### config.mk
export PLATFORM = sky130hd
export DESIGN_NAME = eeprom_cmd_port_flat
export DESIGN_NICKNAME = d
export VERILOG_FILES = /design/src/design/eeprom_cmd_pkg.sv /design/src/design/eeprom_link_if.sv /design/src/design/eeprom_cmd_port.sv /design/src/flat_wrapper.sv
export SDC_FILE = /design/constraint.sdc
export NUM_CORES = 2
export LEC_CHECK = 0
export ABC_AREA = 1
export BUFFER_PORTS_ARGS = -buffer_cell sky130_fd_sc_hd__buf_4
export CAP_MARGIN = 20
export CORE_MARGIN = 3
export CORE_UTILIZATION = 60
export CTS_BUF_LIST = sky130_fd_sc_hd__clkbuf_16
export DETAILED_ROUTE_END_ITERATION = 6
export MAX_ROUTING_LAYER = met4
export PLACE_DENSITY_LB_ADDON = 0.12
export SLEW_MARGIN = 20
export SYNTH_ARGS = -nofsm -noshare
export SYNTH_HDL_FRONTEND = slang
export SYNTH_SLANG_ARGS = --single-unit
### constraint.sdc
create_clock -name clk_i -period 6.2 [get_ports clk_i]
set_input_delay 0.62 -clock clk_i [delete_from_list [all_inputs] [get_ports clk_i]]
set_output_delay 0.62 -clock clk_i [all_outputs]
set_load 0.02 [all_outputs]
### src/design/eeprom_cmd_pkg.sv
// shared constants for the serial eeprom command port and its host
package eeprom_cmd_pkg;
	// ======================================================
	// frame layout
	localparam int          OPC_W        = 2;
	localparam int          ADDR_W_WORD  = 6;
	localparam int          ADDR_W_BYTE  = 7;
	localparam int          DATA_W_WORD  = 16;
	localparam int          DATA_W_BYTE  = 8;
	localparam int          DEPTH_WORDS  = 64;
	localparam logic [1:0]  OPC_EXT      = 2'h0;
	localparam logic [1:0]  OPC_WRITE    = 2'h1;
	localparam logic [1:0]  OPC_READ     = 2'h2;
	localparam logic [1:0]  OPC_ERASE    = 2'h3;
	localparam logic [1:0]  EXT_LOCK     = 2'h0;
	localparam logic [1:0]  EXT_FILL     = 2'h1;
	localparam logic [1:0]  EXT_CLEAR    = 2'h2;
	localparam logic [1:0]  EXT_UNLOCK   = 2'h3;
	localparam logic [15:0] ERASED_WORD  = 16'hFFFF;
	// ======================================================
	// timing
	localparam int          CLK_HZ              = 50_000_000;
	localparam int          PROGRAM_CYCLE_TIME_US = 10;
	localparam int          PROGRAM_CYCLES      = PROGRAM_CYCLE_TIME_US * (CLK_HZ / 1_000_000);
	localparam int          HOST_SK_HALF        = 4;
endpackage

### src/design/eeprom_link_if.sv
// four-wire serial link between host and eeprom command port
`timescale 1ns/1ps
interface eeprom_link_if;
	logic chip_select;
	logic serial_clock_in;
	logic serial_in;
	logic serial_out;
	logic serial_out_oe;

	modport device_end
	(
		input  chip_select,
		input  serial_clock_in,
		input  serial_in,
		output serial_out,
		output serial_out_oe
	);
	modport host_end
	(
		output chip_select,
		output serial_clock_in,
		output serial_in,
		input  serial_out,
		input  serial_out_oe
	);
endinterface

### src/design/eeprom_cmd_port.sv
// device end: command interpreter, array and self-timed programming
`timescale 1ns/1ps
module eeprom_cmd_port
	import eeprom_cmd_pkg::*;
#(
	parameter int PROGRAM_CYCLES_P = PROGRAM_CYCLES
)
(
	input  wire logic clk_i,
	input  wire logic srst_i,
	input  wire logic word_width_select_i,
	eeprom_link_if.device_end link,
	output logic      busy_o,
	output logic      write_enabled_o
);
	// ======================================================
	// state
	typedef enum logic [2:0]
	{
		ST_IDLE  = 3'b000,
		ST_OPC   = 3'b001,
		ST_ADDR  = 3'b010,
		ST_DATA  = 3'b011,
		ST_READ  = 3'b100,
		ST_DONE  = 3'b101
	} phase_e;

	typedef struct packed
	{
		phase_e      phase;
		logic        cs_d;
		logic        sk_d;
		logic [6:0]  cnt;
		logic [1:0]  opc;
		logic [6:0]  addr;
		logic [15:0] data;
		logic [15:0] shifter;
		logic        wen;
		logic        busy;
		logic [31:0] prog_cnt;
		logic        ready_shown;
		logic        dout;
		logic        dout_oe;
		logic        pend_fill;
		logic        pend_wr;
		logic [15:0] pend_data;
		logic [5:0]  pend_addr;
		logic        pend_all;
	} state_s;

	state_s cur;
	state_s next_cur;
	logic [15:0] mem [0:DEPTH_WORDS-1];
	logic        mem_we;
	logic [5:0]  mem_idx;

	function automatic logic [6:0] addr_len(input logic word_width_select);
		addr_len = word_width_select ? 7'(ADDR_W_WORD) : 7'(ADDR_W_BYTE);
	endfunction
	function automatic logic [6:0] data_len(input logic word_width_select);
		data_len = word_width_select ? 7'(DATA_W_WORD) : 7'(DATA_W_BYTE);
	endfunction

	logic sk_rise;
	logic cs_fall;
	logic [5:0] rd_idx;
	assign sk_rise = link.serial_clock_in & ~cur.sk_d;
	assign cs_fall = ~link.chip_select & cur.cs_d;
	// byte mode: lsb of address picks the half of the 16-bit word
	assign rd_idx  = word_width_select_i ? cur.addr[5:0] : cur.addr[6:1];

	// ======================================================
	// next state
	always_comb
	begin
		logic [15:0] word;
		logic [1:0]  ext;
		word = 16'h0;
		ext  = 2'h0;
		next_cur        = cur;
		next_cur.cs_d   = link.chip_select;
		next_cur.sk_d   = link.serial_clock_in;
		mem_we          = 1'b0;
		mem_idx         = cur.pend_addr;
		ext             = word_width_select_i ? cur.addr[5:4] : cur.addr[6:5];
		if (!link.chip_select)
		begin
			next_cur.phase   = ST_IDLE;
			next_cur.dout_oe = 1'b0;
			next_cur.ready_shown = 1'b0;
		end
		else if (cur.busy)
		begin
			next_cur.dout    = 1'b0;
			next_cur.dout_oe = 1'b1;
		end
		if (cur.busy)
		begin
			if (cur.prog_cnt == 32'h0)
			begin
				next_cur.busy = 1'b0;
				next_cur.ready_shown = link.chip_select;
				next_cur.dout = 1'b1;
			end
			else
			begin
				next_cur.prog_cnt = cur.prog_cnt - 32'h1;
				if (cur.pend_wr || cur.pend_all)
				begin
					mem_we = 1'b1;
					next_cur.pend_addr = cur.pend_addr + 6'h1;
					if (!cur.pend_all || cur.pend_addr == 6'(DEPTH_WORDS-1))
					begin
						next_cur.pend_wr  = 1'b0;
						next_cur.pend_all = 1'b0;
					end
				end
			end
		end
		else if (link.chip_select && sk_rise)
		begin
			unique case (cur.phase)
				ST_IDLE:
				begin
					if (link.serial_in)
					begin
						next_cur.phase   = ST_OPC;
						next_cur.cnt     = 7'h0;
						if (cur.ready_shown)
						begin
							next_cur.dout_oe = 1'b0;
							next_cur.ready_shown = 1'b0;
						end
					end
				end
				ST_OPC:
				begin
					next_cur.opc = {cur.opc[0], link.serial_in};
					next_cur.cnt = cur.cnt + 7'h1;
					if (cur.cnt == 7'(OPC_W-1))
					begin
						next_cur.phase = ST_ADDR;
						next_cur.cnt   = 7'h0;
					end
				end
				ST_ADDR:
				begin
					next_cur.addr = {cur.addr[5:0], link.serial_in};
					next_cur.cnt  = cur.cnt + 7'h1;
					if (cur.cnt == addr_len(word_width_select_i) - 7'h1)
					begin
						next_cur.cnt = 7'h0;
						if (cur.opc == OPC_READ)
						begin
							word = mem[word_width_select_i ? next_cur.addr[5:0]
								: next_cur.addr[6:1]];
							if (!word_width_select_i)
								word = next_cur.addr[0] ? {word[15:8], 8'h0}
									: {word[7:0], 8'h0};
							next_cur.shifter = word;
							next_cur.dout    = 1'b0;
							next_cur.dout_oe = 1'b1;
							next_cur.phase   = ST_READ;
						end
						else if (cur.opc == OPC_WRITE || (cur.opc == OPC_EXT
							&& (word_width_select_i ? next_cur.addr[5:4]
							: next_cur.addr[6:5]) == EXT_FILL))
							next_cur.phase = ST_DATA;
						else
							next_cur.phase = ST_DONE;
					end
				end
				ST_DATA:
				begin
					next_cur.data = {cur.data[14:0], link.serial_in};
					next_cur.cnt  = cur.cnt + 7'h1;
					if (cur.cnt == data_len(word_width_select_i) - 7'h1)
						next_cur.phase = ST_DONE;
				end
				ST_READ:
				begin
					// msb first, zeros after last bit
					next_cur.dout    = cur.shifter[15];
					next_cur.shifter = {cur.shifter[14:0], 1'b0};
				end
				default:
				begin
					// a clock after the last bit spoils the frame
					next_cur.phase = ST_IDLE;
				end
			endcase
		end
		if (cs_fall && cur.phase == ST_DONE && !cur.busy)
		begin
			unique case (cur.opc)
				OPC_EXT:
				begin
					if (ext == EXT_UNLOCK)
						next_cur.wen = 1'b1;
					else if (ext == EXT_LOCK)
						next_cur.wen = 1'b0;
					else if (cur.wen)
					begin
						next_cur.pend_all  = 1'b1;
						next_cur.pend_addr = 6'h0;
						next_cur.pend_data = (ext == EXT_FILL) ? (word_width_select_i
							? cur.data : {cur.data[7:0], cur.data[7:0]}) : ERASED_WORD;
						next_cur.busy      = 1'b1;
						next_cur.prog_cnt  = 32'(PROGRAM_CYCLES_P);
					end
				end
				default:
				begin
					if (cur.opc != OPC_READ && cur.wen)
					begin
						word = mem[rd_idx];
						if (cur.opc == OPC_ERASE)
							word = word_width_select_i ? ERASED_WORD
								: (cur.addr[0] ? {8'hFF, word[7:0]} : {word[15:8], 8'hFF});
						else if (word_width_select_i)
							word = cur.data;
						else
							word = cur.addr[0] ? {cur.data[7:0], word[7:0]}
								: {word[15:8], cur.data[7:0]};
						next_cur.pend_data = word;
						next_cur.pend_addr = rd_idx;
						next_cur.pend_wr   = 1'b1;
						next_cur.busy      = 1'b1;
						next_cur.prog_cnt  = 32'(PROGRAM_CYCLES_P);
					end
				end
			endcase
		end
	end

	// ======================================================
	// registers; array holds contents over reset as nonvolatile storage
	always_ff @(posedge clk_i)
	begin
		if (srst_i)
		begin
			cur <= '0;
		end
		else
		begin
			cur <= next_cur;
		end
		if (mem_we)
			mem[mem_idx] <= cur.pend_data;
	end

	assign link.serial_out    = cur.dout;
	assign link.serial_out_oe = cur.dout_oe;
	assign busy_o             = cur.busy;
	assign write_enabled_o    = cur.wen;
endmodule // eeprom_cmd_port

### src/flat_wrapper.sv
// flat-port wrapper written by rule: the top's interface ports become plain ports
module eeprom_cmd_port_flat import eeprom_cmd_pkg::*;
#(
	parameter int PROGRAM_CYCLES_P = PROGRAM_CYCLES
)
  (clk_i, srst_i, word_width_select_i, busy_o, write_enabled_o, link_chip_select, link_serial_clock_in, link_serial_in, link_serial_out, link_serial_out_oe);
  eeprom_link_if link_i ();
  input  wire logic clk_i;
  input  wire logic srst_i;
  input  wire logic word_width_select_i;
  output logic busy_o;
  output logic write_enabled_o;
  input wire logic [$bits(link_i.chip_select)-1:0] link_chip_select;
  input wire logic [$bits(link_i.serial_clock_in)-1:0] link_serial_clock_in;
  input wire logic [$bits(link_i.serial_in)-1:0] link_serial_in;
  output wire logic [$bits(link_i.serial_out)-1:0] link_serial_out;
  output wire logic [$bits(link_i.serial_out_oe)-1:0] link_serial_out_oe;
  assign link_i.chip_select = link_chip_select;
  assign link_i.serial_clock_in = link_serial_clock_in;
  assign link_i.serial_in = link_serial_in;
  assign link_serial_out = link_i.serial_out;
  assign link_serial_out_oe = link_i.serial_out_oe;
  eeprom_cmd_port #(.PROGRAM_CYCLES_P(PROGRAM_CYCLES_P)) u_core (.clk_i(clk_i), .srst_i(srst_i), .word_width_select_i(word_width_select_i), .link(link_i), .busy_o(busy_o), .write_enabled_o(write_enabled_o));
endmodule
==> summary.txt <==
Worst hold path
  • HP Class: in -> reg
  • Worst hold stages: 3
  • Hold Path Sink: u_core.cur[110]
  • Worst Min Path Start: link_serial_clock_in

Setup path
  • RR Startpoint: u_core.cur[99]
  • CP bufs+invs: 6
  • Crit path max fanout: 35
  • Worst path required time: 6790 ps
  • Worst r2r path cells: 12
  • R2R Setup Slk: 1860 ps
  • CP top delay family: buffers and inverters
  • CP most frequent cell: buf_4
  • Critical Path Max Stage Delay: 700 ps
  • R2r endpoint: u_core.mem_idx[3]
  • Crit end category: register
  • Crit path max-delay cell type: clkinv_1
  • Data arrival, critical path: around 5000 ps
  • CP Depth: 14
  • Cell Chain, Critical Path: buf_4 -> inv_6 -> or2_2 -> o21ai_2 -> buf_4 -> clkinv_1 -> ha_1 -> nor4_1 -> o21ai_2 -> buf_4 -> inv_1 -> nor2_1 -> o21ai_1 -> a21oi_1
  • Worst setup SP type: primary input
  • WS Path Type: in -> reg

Synthesis
  • Ys flop type: edfxtp_1
  • Asr flop ratio synth: 0
  • EDFF count, synth: between 1000 and 1500
  • Syn nets: 6461
  • Gate Count Post-Synth: 6447
  • Synth warn: 0
  • Seq/Total Area, Yosys: 0.571
  • Synth area leader: edfxtp_1
  • #FFs+latches synth: 1138
  • Number of distinct library cells after synthesis: between 40 and 50
  • Syn_area_per_cell: 8.97 sq um
  • Netlist Area Pre-Place: 57800 sq um
  • Top post-synthesis cells by area: edfxtp_1 53%, nand3_1 12%, nand2_1 11%
  • Share of the synthesized area in the top cell type: 0.532

STA
  • F_max: 0.227 GHz
  • Final hold slack: around 130 ps
  • Period utilization: 0.712
  • Setup_tns: 0 ps
  • Final max-slew violation count: 0
  • RSZ-0062 raised after global routing: no
  • Worst Skew: 22.9 ps
  • Slew headroom: 0.188
  • Worst slew pin tran: approximately 1200 ps
  • Post-layout min period: 4410 ps
  • Setup ws final: 1790 ps
  • # setup viols final: 0
  • Final Hold Viols: 0

Route
  • Vias after detailed routing: 48300
  • Routed WL: 182000 microns
  • Top layer in use: met4
  • Drt pass-1 iters: 6
  • Initial DRC count: 6845
  • Residual DRC count: 0
  • DR WL met2: 81100 microns
  • Drt via density: roughly 6.3
  • Final ANT Viol Nets: 0
  • Met3 WL post-DR: 21100 microns
  • DR WL/cell: 23.9 microns
  • Met1 WL: about 68000 microns

Clock network
  • H-tree depth: 3
  • CTS buffer count: 120
  • Clock buffer depth: 3
  • # hold bufs at CTS: 0
  • Clk pin slew, worst setup/hold paths: around 70 ps
  • Setup bufs post-CTS: 0
  • Clock sinks: ~1100
  • CTS tree: done
  • Clock root buffer: clkbuf_16
  • Clock Latency Late Sink: 730 ps
  • Cts repair resizes: 0

Floorplan
  • Core footprint: 95300 sq um
  • Initial Util: 0.607
  • Ports: 10
  • Die span in x: approximately 320 microns
  • Num rows: 113
  • DIE HEIGHT: 316 microns
  • Area of the die: approximately 100000 sq um

Layout
  • Area delta synth->final: 8.22%
  • Register Area: 33100 sq um
  • Share of cells above drive strength 1: 0.0715
  • Final #Nets: 6277
  • Finished Core Util: 0.656
  • Fillers: ~7600
  • Multi-input gate area: 20600 sq um

Power and ir drop
  • Lkg Pwr: 24.0 nW
  • Comb power frac: 0.063
  • Clock share of power: 0.430
  • Switch share: 0.233
  • Psw: 3.78 mW
  • Power per cell area: around 260 nW/um^2
  • Internal power: 12.5 mW
  • Maximum vdd drop: 0.247 mV
  • Sequential share of power: 0.507

GRT
  • GRT Util Overall: 0.371
  • Largest net degree at the start of global routing: approximately 150
  • Remaining global-route overflow: 0
  • Vias in the first global route: 44900
  • Antenna violations before repair: 4
  • First-pass GRT wire length: 271000 microns

Run status
  • Status: finished clean

Run
  • Max-Cap Viols: 0

Placed design
  • Buffers on Ports: 9
  • Gpl congestion: 1.05
  • Worst Setup Slack post-DPL: 1190 ps
  • Hpwl dp: 102000 microns
## layout by cell type (no fill, tap or decap), types with 37 or more instances in the layout
master,count
edfxtp_1,1024
clkbuf_16,120
nand2_1,1662
buf_4,114
inv_1,579
o21ai_1,65
o21ai_0,263
dfxtp_1,98
nor2_1,214
nor2_2,37
nand3_1,1333
o211ai_1,253
a21oi_1,284
## final cells by class
type / instances / area share
Clock inverter: 102 / 0.0124
Multi-Input combinational cell: 4291 / 0.329
Sequential cell: 1138 / 0.528
Tap cell: 1265 / 0.0253
Inverter: 570 / 0.0344
Antenna cell: 1 / 0.0000400
Timing Repair Buffer: 142 / 0.0226
Clock buffer: 120 / 0.0480
## layer usage
metal,up-vias,global-route usage
li1,21900,-
met4,0,0.222
met2,3051,0.556
met3,588,0.0660
met5,-,-
met1,22700,0.477
## cell usage after synthesis, types with 2 or more instances
cell          n
nand2_2       6
nor2_2        2
nand2_4       4
clkinv_1      4
o211ai_1    253
ha_1          8
buf_6        37
buf_1        48
nand4_1      18
o21ai_1      67
o211ai_2     34
nand2_1    1665
o21a_1        3
a21oi_2       4
nor3_1       25
edfxtp_1   1024
dfxtp_1     114
nor4_1        5
clkbuf_1    102
o2111ai_1     2
nand3_1    1333
xnor2_1       5
buf_2       240
a221oi_1      3
buf_4        20
inv_1       556
a31oi_1       6
nor2_1      264
nand3b_1      4
o21ai_0     264
inv_2         9
xor2_1       20
a21oi_1     284
o21ai_2       3
## registers in the layout, summed over array words and instances, names as in the netlist
| register | count |
|---|---|
| u_core.mem_idx | 6 |
| u_core.link.serial_out | 1 |
| u_core.link.serial_out_oe | 1 |
| u_core.mem | 1024 |
| u_core.write_enabled_o | 1 |
| u_core.cur | 104 |
| u_core.busy_o | 1 |
## worst max-delay path by stage
stage / start / to / slack [ps]
global route: word_width_select_i / u_core.cur[12] / 1520
global placement: word_width_select_i / u_core.mem_idx[0] / 1350
finish: word_width_select_i / u_core.mem_idx[3] / 1790
CTS: word_width_select_i / u_core.mem_idx[0] / 1960
floorplan: word_width_select_i / u_core.cur[31] / 2880
detailed placement: word_width_select_i / u_core.mem_idx[0] / 1190
## through the flow
step	instances	total power [mW]	area, sq um
finish	7629	16.2	62600
floorplan	6447	9.06	57800
global placement	7406	9.38	58800
CTS	7628	16.2	62500
global route	7629	16.7	62600
detailed placement	7406	9.39	58800
## power by group through the flow
stage	clock (mW)	sequential (mW)	combinational [mW]
2_1_floorplan	0	8.40	0.668
3_3_place_gp	0	8.40	0.984
3_5_place_dp	0	8.40	0.995
4_1_cts	7.00	8.23	0.999
5_1_grt	7.34	8.23	1.10
6_report	6.97	8.23	1.03
## kinds of logic after synthesis
kind of cell,share of synthesized area
AO/OA/AOI/OAI,0.0973
XOR/XNOR,0.00379
adder cells (fa/ha/maj),0.00173
buffers and inverters,0.0778
flip-flops,0.571
AND/OR/NAND/NOR,0.248
## worst min-delay path, stage by stage
cell and delay [ps]:
buf_4 80, inv_1 40, nor2_1 70
(Power assumes the default switching activity.)
